## config.mk

```make
export PLATFORM = sky130hd
export DESIGN_NAME = rgc_gain_loop
export DESIGN_NICKNAME = d
export VERILOG_FILES = /design/src/rgc_pkg.sv /design/src/rgc_gain_loop.sv
export SDC_FILE = /design/constraint.sdc
export NUM_CORES = 1
export LEC_CHECK = 0
export BUFFER_PORTS_ARGS = -buffer_cell sky130_fd_sc_hd__clkbuf_2
export CAP_MARGIN = 30
export CORE_MARGIN = 4
export CORE_UTILIZATION = 56
export CTS_CLUSTER_DIAMETER = 60
export DETAILED_ROUTE_END_ITERATION = 10
export GPL_TIMING_DRIVEN = 0
export PLACE_DENSITY = 0.88
export SLEW_MARGIN = 10
export SYNTH_ARGS = -nofsm -noshare
export SYNTH_HDL_FRONTEND = slang
export SYNTH_SLANG_ARGS = --single-unit
export TNS_END_PERCENT = 100
```

## constraint.sdc

```tcl
create_clock -name clk -period 5.43 [get_ports clk]
set_clock_uncertainty 0.1 [all_clocks]
set_input_delay 1.086 -clock clk [delete_from_list [all_inputs] [get_ports clk]]
set_output_delay 1.086 -clock clk [all_outputs]
set_load 0.03 [all_outputs]
```

## src/rgc_pkg.sv

```systemverilog
// Register map, field layouts and constants of the receiver gain loop.
// Assumes an AXI4-Lite slave with 32-bit data; each register is one word.
// Overview of operation
// - Floor bit picks minimum or medium second-amplifier gain as lowest.
// - Ceiling bit picks medium or maximum second-amplifier gain as highest.
// - Switch-point code places second-amp change below 0, at 10, 19, above 31.
// - Loop-off bit freezes gain at the programmed start gain.
// - Hysteresis needs two averaged samples in a row before a step.
// - Averaging length code selects 2, 4, 8 or 16 magnitude samples.
// - Gain drops above reference plus up margin plus 4.5 to 15 dB.
// - Gain starts at the start gain field, reset 24, on receive start.
// - The loop never raises gain above the start gain field.
// - Gain rises below reference plus 0 to 10.5 dB in 1.5 dB steps.
// - Five-bit carrier reference, reset 24, is the common threshold.
package rgc_pkg;

  localparam int AXI_AW = 8;
  localparam int MAG_W  = 8;

  // Register indices; the byte address is four times the index
  localparam logic [5:0] IDX_SETUP = 6'h12;
  localparam logic [5:0] IDX_STEP  = 6'h13;
  localparam logic [5:0] IDX_REF   = 6'h14;
  localparam logic [5:0] IDX_STAT  = 6'h18;

  localparam logic [7:0] RST_SETUP = 8'h75;
  localparam logic [7:0] RST_STEP  = 8'h38;
  localparam logic [7:0] RST_REF   = 8'h38;

  localparam logic [1:0] LNA_MIN = 2'h0;
  localparam logic [1:0] LNA_MED = 2'h1;
  localparam logic [1:0] LNA_MAX = 2'h2;

  // Gain steps where the second amplifier switches, per switch-point code
  localparam logic [5:0] SW_STEP_0 = 6'h00;
  localparam logic [5:0] SW_STEP_1 = 6'h0A;
  localparam logic [5:0] SW_STEP_2 = 6'h13;
  localparam logic [5:0] SW_STEP_3 = 6'h20;

  // Levels count in 1.5 dB units; 4.5 dB is three units
  localparam logic [MAG_W:0] DOWN_BASE = 9'h003;

  localparam logic [1:0] RESP_OKAY   = 2'h0;
  localparam logic [1:0] RESP_DECERR = 2'h3;

  typedef struct packed {
    logic       floor_med;
    logic       ceil_max;
    logic [1:0] sw_point;
    logic       loop_off;
    logic       hyst;
    logic [1:0] avg_len;
  } rgc_setup_t;

  typedef struct packed {
    logic [2:0] down_margin;
    logic [4:0] start_gain;
  } rgc_step_t;

  typedef struct packed {
    logic [2:0] up_margin;
    logic [4:0] cs_level;
  } rgc_ref_t;

  typedef struct packed {
    logic [MAG_W-1:0] avg;
    logic [1:0]       lna;
    logic [4:0]       gain;
  } rgc_stat_t;

  typedef enum logic [1:0] {RGC_HY_IDLE, RGC_HY_UP, RGC_HY_DN} rgc_hy_t;

endpackage

```

## src/rgc_gain_loop.sv

```systemverilog
// Gain control loop: magnitude averaging, gain stepping, second-amp
// switching and the AXI4-Lite register slave.
// Assumes magnitude samples and rx_on come from logic on clk.
//
// Implementation choice: the AXI4-Lite slave port.
`timescale 1ns/1ps
module rgc_gain_loop #(
  parameter int CNT_W = 4
) (
  input  wire logic                      clk,
  input  wire logic                      resetn,
  input  wire logic                      awvalid,
  output logic                           awready,
  input  wire logic [rgc_pkg::AXI_AW-1:0] awaddr,
  input  wire logic                      wvalid,
  output logic                           wready,
  input  wire logic [31:0]               wdata,
  input  wire logic [3:0]                wstrb,
  output logic                           bvalid,
  input  wire logic                      bready,
  output logic [1:0]                     bresp,
  input  wire logic                      arvalid,
  output logic                           arready,
  input  wire logic [rgc_pkg::AXI_AW-1:0] araddr,
  output logic                           rvalid,
  input  wire logic                      rready,
  output logic [31:0]                    rdata,
  output logic [1:0]                     rresp,
  input  wire logic                      rx_on,
  input  wire logic                      mag_valid,
  input  wire logic [rgc_pkg::MAG_W-1:0] mag_level,
  output logic [4:0]                     vga_gain,
  output logic [1:0]                     lna2_gain,
  output logic [rgc_pkg::MAG_W-1:0]      avg_level,
  output logic                           avg_valid
);

  localparam int MW = rgc_pkg::MAG_W;
  localparam int AW = MW + CNT_W;

  if (CNT_W < 4) begin : g_chk
    $error("CNT_W must count at least 16 samples");
  end

  // Address decode: misaligned addresses set the top bit and miss
  function automatic logic [6:0] dec(input logic [rgc_pkg::AXI_AW-1:0] a);
    return {a[1:0] != 2'h0, a[rgc_pkg::AXI_AW-1:2]};
  endfunction

  rgc_pkg::rgc_setup_t setup_q, setup_d;
  rgc_pkg::rgc_step_t  step_q, step_d;
  rgc_pkg::rgc_ref_t   ref_q, ref_d;
  rgc_pkg::rgc_stat_t  stat;

  logic                      aw_have_q, aw_have_d;
  logic [rgc_pkg::AXI_AW-1:0] aw_addr_q, aw_addr_d;
  logic                      w_have_q, w_have_d;
  logic [7:0]                w_byte_q, w_byte_d;
  logic                      w_en_q, w_en_d;
  logic                      awready_q, awready_d;
  logic                      wready_q, wready_d;
  logic                      bvalid_q, bvalid_d;
  logic [1:0]                bresp_q, bresp_d;
  logic                      arready_q, arready_d;
  logic                      rvalid_q, rvalid_d;
  logic [31:0]               rdata_q, rdata_d;
  logic [1:0]                rresp_q, rresp_d;

  logic [AW-1:0]    acc_q, acc_d;
  logic [CNT_W-1:0] cnt_q, cnt_d;
  logic [MW-1:0]    avg_q, avg_d;
  logic             done_q, done_d;
  logic [4:0]       vga_gain_q, vga_gain_d;
  logic [1:0]       lna2_q, lna2_d;
  rgc_pkg::rgc_hy_t hy_q, hy_d;

  logic [MW:0] up_th;
  logic [MW:0] dn_th;
  logic        call_up;
  logic        call_dn;

  assign stat = '{avg: avg_q, lna: lna2_q, gain: vga_gain_q};

  // Register bus
  always_comb begin
    aw_have_d = aw_have_q;
    aw_addr_d = aw_addr_q;
    w_have_d  = w_have_q;
    w_byte_d  = w_byte_q;
    w_en_d    = w_en_q;
    bvalid_d  = bvalid_q && !bready;
    bresp_d   = bresp_q;
    setup_d   = setup_q;
    step_d    = step_q;
    ref_d     = ref_q;
    if (awvalid && awready_q) begin
      aw_have_d = 1'b1;
      aw_addr_d = awaddr;
    end
    if (wvalid && wready_q) begin
      w_have_d = 1'b1;
      w_byte_d = wdata[7:0];
      w_en_d   = wstrb[0];
    end
    if (aw_have_q && w_have_q && !bvalid_q) begin
      aw_have_d = 1'b0;
      w_have_d  = 1'b0;
      bvalid_d  = 1'b1;
      bresp_d   = rgc_pkg::RESP_OKAY;
      case (dec(aw_addr_q))
        {1'b0, rgc_pkg::IDX_SETUP}: begin
          if (w_en_q) setup_d = w_byte_q;
        end
        {1'b0, rgc_pkg::IDX_STEP}: begin
          if (w_en_q) step_d = w_byte_q;
        end
        {1'b0, rgc_pkg::IDX_REF}: begin
          if (w_en_q) ref_d = w_byte_q;
        end
        {1'b0, rgc_pkg::IDX_STAT}: begin
          bresp_d = rgc_pkg::RESP_OKAY;
        end
        default: begin
          bresp_d = rgc_pkg::RESP_DECERR;
        end
      endcase
    end
    awready_d = !aw_have_d;
    wready_d  = !w_have_d;
  end

  always_comb begin
    rvalid_d  = rvalid_q && !rready;
    rdata_d   = rdata_q;
    rresp_d   = rresp_q;
    arready_d = arready_q;
    if (arvalid && arready_q) begin
      rvalid_d  = 1'b1;
      arready_d = 1'b0;
      rresp_d   = rgc_pkg::RESP_OKAY;
      case (dec(araddr))
        {1'b0, rgc_pkg::IDX_SETUP}: rdata_d = 32'(setup_q);
        {1'b0, rgc_pkg::IDX_STEP}:  rdata_d = 32'(step_q);
        {1'b0, rgc_pkg::IDX_REF}:   rdata_d = 32'(ref_q);
        {1'b0, rgc_pkg::IDX_STAT}:  rdata_d = 32'(stat);
        default: begin
          rdata_d = 32'h0000_0000;
          rresp_d = rgc_pkg::RESP_DECERR;
        end
      endcase
    end else if (rvalid_q && rready) begin
      arready_d = 1'b1;
    end
  end

  always_ff @(posedge clk or negedge resetn) begin
    if (!resetn) begin
      aw_have_q <= 1'b0;
      aw_addr_q <= '0;
      w_have_q  <= 1'b0;
      w_byte_q  <= 8'h00;
      w_en_q    <= 1'b0;
      awready_q <= 1'b1;
      wready_q  <= 1'b1;
      bvalid_q  <= 1'b0;
      bresp_q   <= rgc_pkg::RESP_OKAY;
      arready_q <= 1'b1;
      rvalid_q  <= 1'b0;
      rdata_q   <= 32'h0000_0000;
      rresp_q   <= rgc_pkg::RESP_OKAY;
      setup_q   <= rgc_pkg::RST_SETUP;
      step_q    <= rgc_pkg::RST_STEP;
      ref_q     <= rgc_pkg::RST_REF;
    end else begin
      aw_have_q <= aw_have_d;
      aw_addr_q <= aw_addr_d;
      w_have_q  <= w_have_d;
      w_byte_q  <= w_byte_d;
      w_en_q    <= w_en_d;
      awready_q <= awready_d;
      wready_q  <= wready_d;
      bvalid_q  <= bvalid_d;
      bresp_q   <= bresp_d;
      arready_q <= arready_d;
      rvalid_q  <= rvalid_d;
      rdata_q   <= rdata_d;
      rresp_q   <= rresp_d;
      setup_q   <= setup_d;
      step_q    <= step_d;
      ref_q     <= ref_d;
    end
  end

  // Magnitude averaging; a new length restarts the window so no
  // mixed-length average is ever reported
  always_comb begin
    logic [AW-1:0]    sum;
    logic [CNT_W-1:0] last;
    sum    = acc_q + AW'(mag_level);
    last   = CNT_W'((2 << setup_q.avg_len) - 1);
    acc_d  = acc_q;
    cnt_d  = cnt_q;
    avg_d  = avg_q;
    done_d = 1'b0;
    if (!rx_on || setup_d.avg_len != setup_q.avg_len) begin
      acc_d = '0;
      cnt_d = '0;
    end else if (mag_valid) begin
      if (cnt_q >= last) begin
        avg_d  = MW'(sum >> ({1'b0, setup_q.avg_len} + 3'h1));
        done_d = 1'b1;
        acc_d  = '0;
        cnt_d  = '0;
      end else begin
        acc_d = sum;
        cnt_d = cnt_q + CNT_W'(1);
      end
    end
  end

  // Thresholds in 1.5 dB units above the carrier reference
  assign up_th   = (MW+1)'(ref_q.cs_level) + (MW+1)'(ref_q.up_margin);
  assign dn_th   = up_th + rgc_pkg::DOWN_BASE
                 + (MW+1)'(step_q.down_margin);
  assign call_up = {1'b0, avg_q} < up_th;
  assign call_dn = {1'b0, avg_q} > dn_th;

  always_comb begin
    logic [5:0] sw;
    sw         = rgc_pkg::SW_STEP_3;
    vga_gain_d = vga_gain_q;
    hy_d       = hy_q;
    if (!rx_on || setup_q.loop_off) begin
      vga_gain_d = step_q.start_gain;
      hy_d       = rgc_pkg::RGC_HY_IDLE;
    end else if (vga_gain_q > step_q.start_gain) begin
      vga_gain_d = step_q.start_gain;
    end else if (done_q) begin
      if (call_up && vga_gain_q < step_q.start_gain) begin
        if (!setup_q.hyst || hy_q == rgc_pkg::RGC_HY_UP) begin
          vga_gain_d = vga_gain_q + 5'h01;
          hy_d       = rgc_pkg::RGC_HY_IDLE;
        end else begin
          hy_d = rgc_pkg::RGC_HY_UP;
        end
      end else if (call_dn && vga_gain_q != 5'h00) begin
        if (!setup_q.hyst || hy_q == rgc_pkg::RGC_HY_DN) begin
          vga_gain_d = vga_gain_q - 5'h01;
          hy_d       = rgc_pkg::RGC_HY_IDLE;
        end else begin
          hy_d = rgc_pkg::RGC_HY_DN;
        end
      end else begin
        hy_d = rgc_pkg::RGC_HY_IDLE;
      end
    end
    case (setup_q.sw_point)
      2'h0:    sw = rgc_pkg::SW_STEP_0;
      2'h1:    sw = rgc_pkg::SW_STEP_1;
      2'h2:    sw = rgc_pkg::SW_STEP_2;
      default: sw = rgc_pkg::SW_STEP_3;
    endcase
    if ({1'b0, vga_gain_d} >= sw) begin
      lna2_d = setup_q.ceil_max ? rgc_pkg::LNA_MAX : rgc_pkg::LNA_MED;
    end else begin
      lna2_d = setup_q.floor_med ? rgc_pkg::LNA_MED : rgc_pkg::LNA_MIN;
    end
  end

  always_ff @(posedge clk or negedge resetn) begin
    if (!resetn) begin
      acc_q      <= '0;
      cnt_q      <= '0;
      avg_q      <= '0;
      done_q     <= 1'b0;
      vga_gain_q <= rgc_pkg::RST_STEP[4:0];
      lna2_q     <= rgc_pkg::LNA_MIN;
      hy_q       <= rgc_pkg::RGC_HY_IDLE;
    end else begin
      acc_q      <= acc_d;
      cnt_q      <= cnt_d;
      avg_q      <= avg_d;
      done_q     <= done_d;
      vga_gain_q <= vga_gain_d;
      lna2_q     <= lna2_d;
      hy_q       <= hy_d;
    end
  end

  assign awready   = awready_q;
  assign wready    = wready_q;
  assign bvalid    = bvalid_q;
  assign bresp     = bresp_q;
  assign arready   = arready_q;
  assign rvalid    = rvalid_q;
  assign rdata     = rdata_q;
  assign rresp     = rresp_q;
  assign vga_gain  = vga_gain_q;
  assign lna2_gain = lna2_q;
  assign avg_level = avg_q;
  assign avg_valid = done_q;

  // Checks
  logic [CNT_W:0] smp_q;
  always_ff @(posedge clk or negedge resetn) begin
    if (!resetn) smp_q <= '0;
    else if (!rx_on || setup_d.avg_len != setup_q.avg_len) smp_q <= '0;
    else smp_q <= (done_q ? '0 : smp_q) + (CNT_W+1)'(mag_valid);
  end
endmodule

```

==> results of run 1 <==
-- cells in the final DEF, fill, tap and decap left out, types with 4 or more instances in the layout --
cell / n
nor3_1: 9
mux2_2: 38
xnor2_1: 9
dfstp_2: 16
or2_2: 4
a22o_1: 9
buf_2: 4
nand2b_1: 11
clkbuf_2: 80
nor2_1: 25
a21oi_1: 26
nor4b_1: 4
o21a_1: 5
clkbuf_1: 16
nand3b_1: 4
ha_1: 43
buf_4: 27
a222oi_1: 8
o21ai_0: 42
nand3_1: 13
dfrtp_1: 83
nand4_1: 6
mux2i_1: 7
nand2_1: 67
or3_1: 4
conb_1: 17
inv_1: 35
and3_1: 4
a211oi_1: 9
a21o_1: 18
xor2_1: 8
clkbuf_8: 11
-- through the flow --
step	hold WS (ns)	instances
2_1_floorplan	0.354	638
3_3_place_gp	0.361	859
3_5_place_dp	0.373	859
4_1_cts	0.395	876
5_1_grt	0.422	884
6_report	0.387	884
-- flip-flops by register name (all words and copies together), names as in the netlist, 2 cells and up --
register,flops
acc_q,12
avg_level,8
aw_addr_q,8
cnt_q,4
hy_q,2
lna2_gain,2
rdata,15
ref_q,8
setup_q,8
step_q,8
vga_gain,5
w_byte_q,8
-- layout make-up --
class | count | share of cell area, %
plain buffers | 41 | 3.29
inverters | 37 | 1.93
well taps | 140 | 2.43
repair buffers | 90 | 6.66
multi-input cells | 461 | 48.3
flip-flops and latches | 99 | 34.7
clock inverters | 6 | 0.782
clock buffers | 10 | 1.91
-- worst reg2reg max path, delay by kind of cell, from the launching register on --
kind / cells / cell delay (ns)
AO/OA/AOI/OAI: 8 / 1.13
XOR/XNOR: 1 / 0.24
adder cells (fa/ha/maj): 6 / 1.82
buffers and inverters: 1 / 0.05
flip-flops: 1 / 0.57
AND/OR/NAND/NOR: 7 / 1.24
-- repair_timing --
item / in CTS / in global routing
pin swaps: 2 / 21
hold endpoints to repair: 0 / 0
hold buffers: 0 / 0
setup endpoints to repair: 2 / 2
buffers inserted: 1 / 7
resized for setup: 4 / 28
-- report_power, final --
part	leakage (nW)	internal, mW	switching, mW	total, mW
sequential	1.25	0.902	0.197	1.10
combinational	2.03	0.537	0.709	1.25
clock	0.0973	0.190	0.286	0.476
-- worst min-delay path by stage --
| stage | start | to | cells after the start |
|---|---|---|---|
| global placement | rdata[2] | rdata[2] | 1 |
| floorplan | acc_q[6] | acc_q[6] | 2 |
| global route | rdata[12] | rdata[12] | 2 |
| finish | rdata[13] | rdata[13] | 2 |
| detailed placement | rdata[10] | rdata[10] | 2 |
| CTS | rdata[10] | rdata[10] | 2 |
-- metal layers --
metal,GRT usage (%),part of all wire (%),routed length [um]
met1,30.8,43,6490
met5,0,0,0
met2,40.3,49,7450
met4,7.29,1.7,263
met3,3.96,6.4,971
-- cells by family after synthesis --
group / Yosys count / share of synthesized area, %
buffers and inverters: 78 / 6.10
AND/OR/NAND/NOR: 177 / 14.8
XOR/XNOR: 18 / 2.56
other: 1 / 0.0609
multiplexers: 46 / 8.46
AO/OA/AOI/OAI: 153 / 16.9
adder cells (fa/ha/maj): 50 / 10.5
flip-flops: 99 / 40.6
==> flow_metrics.py, run 1 <==
metrics = {
    "logic_synthesis": {
        "synthesis.area_mm2": 0.00615,
        "netlist_top_cells_area": "dfrtp_1, ha_1, mux2_2",
        "ys_types": 65,
        "syn_inst": 622,
        "synth.most_common_cell": "dfrtp_1",
        "avgSynthCellArea_um2": 9.89,
        "yosys.area.top_type_share_pct": 33.7,
        "ys_top_cells_by_count": "dfrtp_1, nand2_1, ha_1",
        "synth_area_leader_cell": "dfrtp_1",
        "ys.flop_type": "dfrtp_1",
        "synth.ff_latch_count": 99,
        "seq_area_frac_synth_pct": 40.6,
        "synth_edf_count": 0,
        "yosysWarnings": 0,
        "synthArstFlopShare_pct": 100,
    },
    "floorplan": {
        "die_y_um": 113,
        "start_util_pct": 57.0,
        "rows": 38,
        "fp.coreArea_mm2": 0.0108,
        "dieArea_mm2": 0.0127,
        "ioPinCount": 126,
        "fp.dieW_um": 113,
    },
    "sta": {
        "hold_viol_final": 0,
        "fin_crit_ns": 5.25,
        "setup_viol": 0,
        "max_freq_ghz": 0.190,
        "maxSlewViolCount": 0,
        "final.period_utilization_pct": 96.8,
        "tightest_slew_ns": 0.773,
        "timing.final.ws_setup_ns": 0.175,
        "slew_headroom_pct": 48.5,
        "final.setup.tns_ns": 0,
    },
    "finish": {
        "multi_input_area_mm2": 0.00348,
        "register_area_mm2": 0.00250,
        "final_nets": 858,
        "post-route-util_pct": 66.7,
        "fillCellCount": 861,
        "area_growth_pct": 16.9,
        "num_antenna_cells": 0,
        "fin_area_mm2": 0.00720,
        "drive_gt1_share_pct": 30.2,
    },
    "worst_setup_path": {
        "cp.depth": 23,
        "setup.worst_path.end": "lna2_gain[0]",
        "critPathLaunch": "ref_q[5]",
        "r2r_cells": 23,
        "reg2reg_slack_ns": 0.18,
        "r2r-end": "lna2_gain[0]",
        "reg2reg_from": "ref_q[5]",
        "crit_family": "adder cells",
        "cp_num_buf_inv": 1,
        "max_stage_delay_ns": 0.57,
        "critPathKind": "flop to flop",
        "crit_slowest_cell": "dfstp_2",
        "crit_chain": "ha_4 -> inv_1 -> fa_1 -> xnor2_1 -> ha_1 -> ha_1 -> a21o_1 -> a21oi_1 -> or3_1 -> ha_4 -> nand3_2 -> a211oi_2 -> nor2_4 -> nor2_4 -> nand3_2 -> and3_1 -> nor3_2 -> o21ai_2 -> ha_1 -> a21oi_4 -> o21ai_2 -> a32oi_1 -> o211ai_2",
        "path_max_fanout": 5,
        "cp-start-kind": "flop",
        "cp_common_cell": "ha_1",
        "end_kind": "flop",
        "cp.required_ns": 5.59,
        "arrival_ns": 5.42,
    },
    "job": {
        "maxCapViolCount": 0,
    },
    "clock_tree": {
        "clk_pin_slew_worst_paths_ns": 0.10,
        "clkSinkCount": 99,
        "cts_root_buffer": "clkbuf_8",
        "htree_levels": 3,
        "cts_tree": "yes",
        "cts_buffers": 9,
        "clock_latency_ns": 0.38,
        "clock_path_buffers": 2,
    },
    "power_and_ir_drop": {
        "power.total_mw": 2.82,
        "power_per_cell_area_mw_per_mm2": 392,
        "p_leak_nw": 3.37,
        "vdd_ir_drop_max_mv": 0.272,
    },
    "route": {
        "dr.pass1.iters": 5,
        "wl_per_cell_um": 17.2,
        "routed_via_density": 5.83,
        "drt_first_iter_violations": 302,
        "routed_wl_um": 15200,
        "drc": 0,
        "vias": 5155,
        "ant_nets": 0,
    },
    "run_status": {
        "status": "finished, final reports clean",
    },
    "placement": {
        "dp_hpwl_um": 11300,
        "dp_slack_ns": -0.165,
        "place_congestion": 0.882,
        "portBuffers": 81,
        "place_area_mm2": 0.00680,
    },
    "global_routing": {
        "grt.total_usage_pct": 23.6,
        "antenna_found_initial": 0,
        "grt_overflow": 0,
        "grt_start_max_net_pins": 100,
        "grt_pass1_vias": 5049,
        "grt_pass1_wl_um": 24400,
    },
    "min_path": {
        "hold_path.class": "flop to flop",
    },
}
Note: power is estimated with default switching activity, not from simulation.
==> run 2: changes to the inputs <==
--- a/config.mk
+++ b/config.mk
@@ -8,11 +8,11 @@
 export BUFFER_PORTS_ARGS = -buffer_cell sky130_fd_sc_hd__clkbuf_2
 export CAP_MARGIN = 30
 export CORE_MARGIN = 4
-export CORE_UTILIZATION = 56
+export CORE_UTILIZATION = 50
 export CTS_CLUSTER_DIAMETER = 60
 export DETAILED_ROUTE_END_ITERATION = 10
 export GPL_TIMING_DRIVEN = 0
-export PLACE_DENSITY = 0.88
+export PLACE_DENSITY = 0.84
 export SLEW_MARGIN = 10
 export SYNTH_ARGS = -nofsm -noshare
 export SYNTH_HDL_FRONTEND = slang
==> constraint.sdc (replaced) <==
create_clock -name clk -period 4.2 [get_ports clk]
set_clock_uncertainty 0.1 [all_clocks]
set_input_delay 0.84 -clock clk [delete_from_list [all_inputs] [get_ports clk]]
set_output_delay 0.84 -clock clk [all_outputs]
set_load 0.03 [all_outputs]
==> run 2 against run 1 <==
- the run now ends with negative setup slack left
- sequential power increased by 30%
- combinational power increased by 34%
- cell count increased by 1.5%
- clock power increased by 71%
- largest cell class unchanged
- register-to-register slack got worse by 1.1 ns
==> flow_metrics.py, run 2 (synthesis gave the netlist of run 1 again) <==
metrics = {
    "worst_setup_path": {
        "cp-start-kind": "flop",
        "path_max_fanout": 4,
        "reg2reg_from": "ref_q[5]",
        "critPathLaunch": "ref_q[5]",
        "critPathKind": "flop to flop",
        "cp.required_ns": 4.32,
        "arrival_ns": 5.24,
        "end_kind": "flop",
    },
    "placement": {
        "dp_hpwl_um": 11500,
        "place_congestion": 0.905,
        "placedCellCount": 866,
        "portBuffers": 81,
    },
    "job": {
        "maxCapViolCount": 0,
    },
    "sta": {
        "tightest_slew_ns": 0.793,
        "hold_viol_final": 0,
        "timing.final.ws_setup_ns": -0.921,
        "fin_crit_ns": 5.12,
        "max_freq_ghz": 0.195,
        "slew_headroom_pct": 47.1,
        "maxSlewViolCount": 0,
        "rsz0062_at_grt": "yes",
        "setup_viol": 3,
        "final.period_utilization_pct": 122,
    },
    "route": {
        "routed_wl_um": 15400,
        "routed_via_density": 5.75,
        "vias": 5160,
        "dr.pass1.iters": 6,
        "drc": 0,
        "drt_first_iter_violations": 346,
        "wl_per_cell_um": 17.2,
        "ant_nets": 0,
    },
    "power_and_ir_drop": {
        "pwr-share-clk_pct": 20.8,
        "power_per_cell_area_mw_per_mm2": 527,
        "p_leak_nw": 3.47,
        "p_int_mw": 2.32,
        "vdd_ir_drop_max_mv": 0.392,
        "pwr-share-seq_pct": 36.5,
        "power.switching_mw": 1.59,
        "p_sw_share_pct": 40.7,
        "p_comb_share_pct": 42.7,
    },
    "floorplan": {
        "ioPinCount": 126,
        "rows": 40,
        "die_y_um": 119,
        "fp.dieW_um": 119,
        "dieArea_mm2": 0.0141,
        "fp.coreArea_mm2": 0.0120,
        "start_util_pct": 51.2,
    },
    "finish": {
        "final_cell_mix": "dfrtp_1, clkbuf_2, nand2_1, ha_1, o21ai_0",
        "post-route-util_pct": 61.8,
        "drive_gt1_share_pct": 31.7,
        "area_growth_pct": 20.7,
        "fillCellCount": 1020,
        "num_antenna_cells": 0,
        "instances_no_fill": 897,
        "final_common_cell": "dfrtp_1",
        "final_nets": 864,
        "largest_reg_flops": 15,
    },
    "run_status": {
        "violations": "negative setup slack",
        "status": "finished, violations left",
    },
    "clock_tree": {
        "cts_buffers": 9,
        "clock_latency_ns": 0.35,
        "cts_root_buffer": "clkbuf_16",
        "clock_path_buffers": 2,
        "cts_tree": "yes",
        "clk_pin_slew_worst_paths_ns": 0.08,
        "hold_buffers": 0,
        "htree_levels": 3,
        "clkSinkCount": 99,
    },
    "min_path": {
        "hold_path.class": "flop to flop",
        "worstHoldStart": "rdata[11]",
    },
    "global_routing": {
        "grt_pass1_vias": 5143,
        "grt.total_usage_pct": 22.1,
        "grt_start_max_net_pins": 100,
        "antenna_found_initial": 0,
        "grt_pass1_wl_um": 25300,
        "grt_overflow": 0,
    },
}
[run 2: per-stage QoR]
stage               hold WS (ns)  setup TNS [ns]  instance area, um^2  power, mW  setup slack (ns)
global placement           0.360           -2.33                 6900       2.83            -0.976
detailed placement         0.372           -2.83                 6910       2.92             -1.12
CTS                        0.388           -1.89                 7350       3.85            -0.900
finish                     0.380           -2.00                 7430       3.91            -0.921
floorplan                  0.354          -0.934                 6310       2.49            -0.519
global route               0.403           -2.67                 7430       4.16             -1.07
[run 2: layer usage]
layer	global-route usage [%]	wire [um]	part of all wire, %	vias up
met4	8.62	408	2.7	0
met5	0	0	0	-
li1	-	-	-	2447
met2	37.7	7660	50	187
met3	3.99	935	6.1	35
met1	28.0	6380	41	2491
[run 2: cell type report]
type / count / area, um^2 / share of cell area (%)
clock buffers: 10 / 239 / 3.22
repair buffers: 96 / 531 / 7.14
flip-flops and latches: 99 / 2500 / 33.6
well taps: 147 / 184 / 2.48
inverters: 37 / 141 / 1.90
plain buffers: 41 / 236 / 3.18
clock inverters: 6 / 56.3 / 0.758
multi-input cells: 461 / 3540 / 47.7
[run 2: power groups by stage]
stage	Clock [mW]	Sequential, mW	Combinational, mW
floorplan	0	1.50	0.992
global placement	0	1.42	1.41
detailed placement	0	1.44	1.48
CTS	0.837	1.42	1.59
global route	0.878	1.46	1.81
finish	0.815	1.43	1.67
[run 2: path summary, 6_finish.rpt]
check	end	slack [ns]	depth (start not counted)
setup reg to reg	lna2_gain[0]	-0.92	27
hold reg to reg	rdata[11]	0.38	2
hold / removal	rdata[11]	0.38	2
min in group asynchronous	acc_q[1]	0.45	1
max in group asynchronous	rdata[11]	2.99	1
setup / recovery	lna2_gain[0]	-0.92	27
[run 2: repair_timing]
item | in CTS | in global routing
pin swaps | 18 | 23
gates resized for setup | 14 | 12
buffers inserted | 11 | 3
setup endpoints to repair | 6 | 8
[run 2: critical path: stages, from the launching register on]
cell and delay [ns]:
dfstp_2 0.56, ha_4 0.13, inv_2 0.03, fa_2 0.55, ha_4 0.21, inv_4 0.05, ha_4 0.12, inv_2 0.04
fa_2 0.34, inv_2 0.07, a21oi_2 0.05, nor2_2 0.11, xor2_1 0.17, ha_1 0.30, buf_4 0.16, nand4_1 0.12
nor3_4 0.08, nor2_4 0.17, nand3_4 0.11, a21boi_4 0.21, xnor2_2 0.16, mux2i_1 0.13, ha_1 0.29, nand2b_4 0.15
a21oi_4 0.15, o21ai_2 0.08, a32oi_2 0.21, o211ai_2 0.11
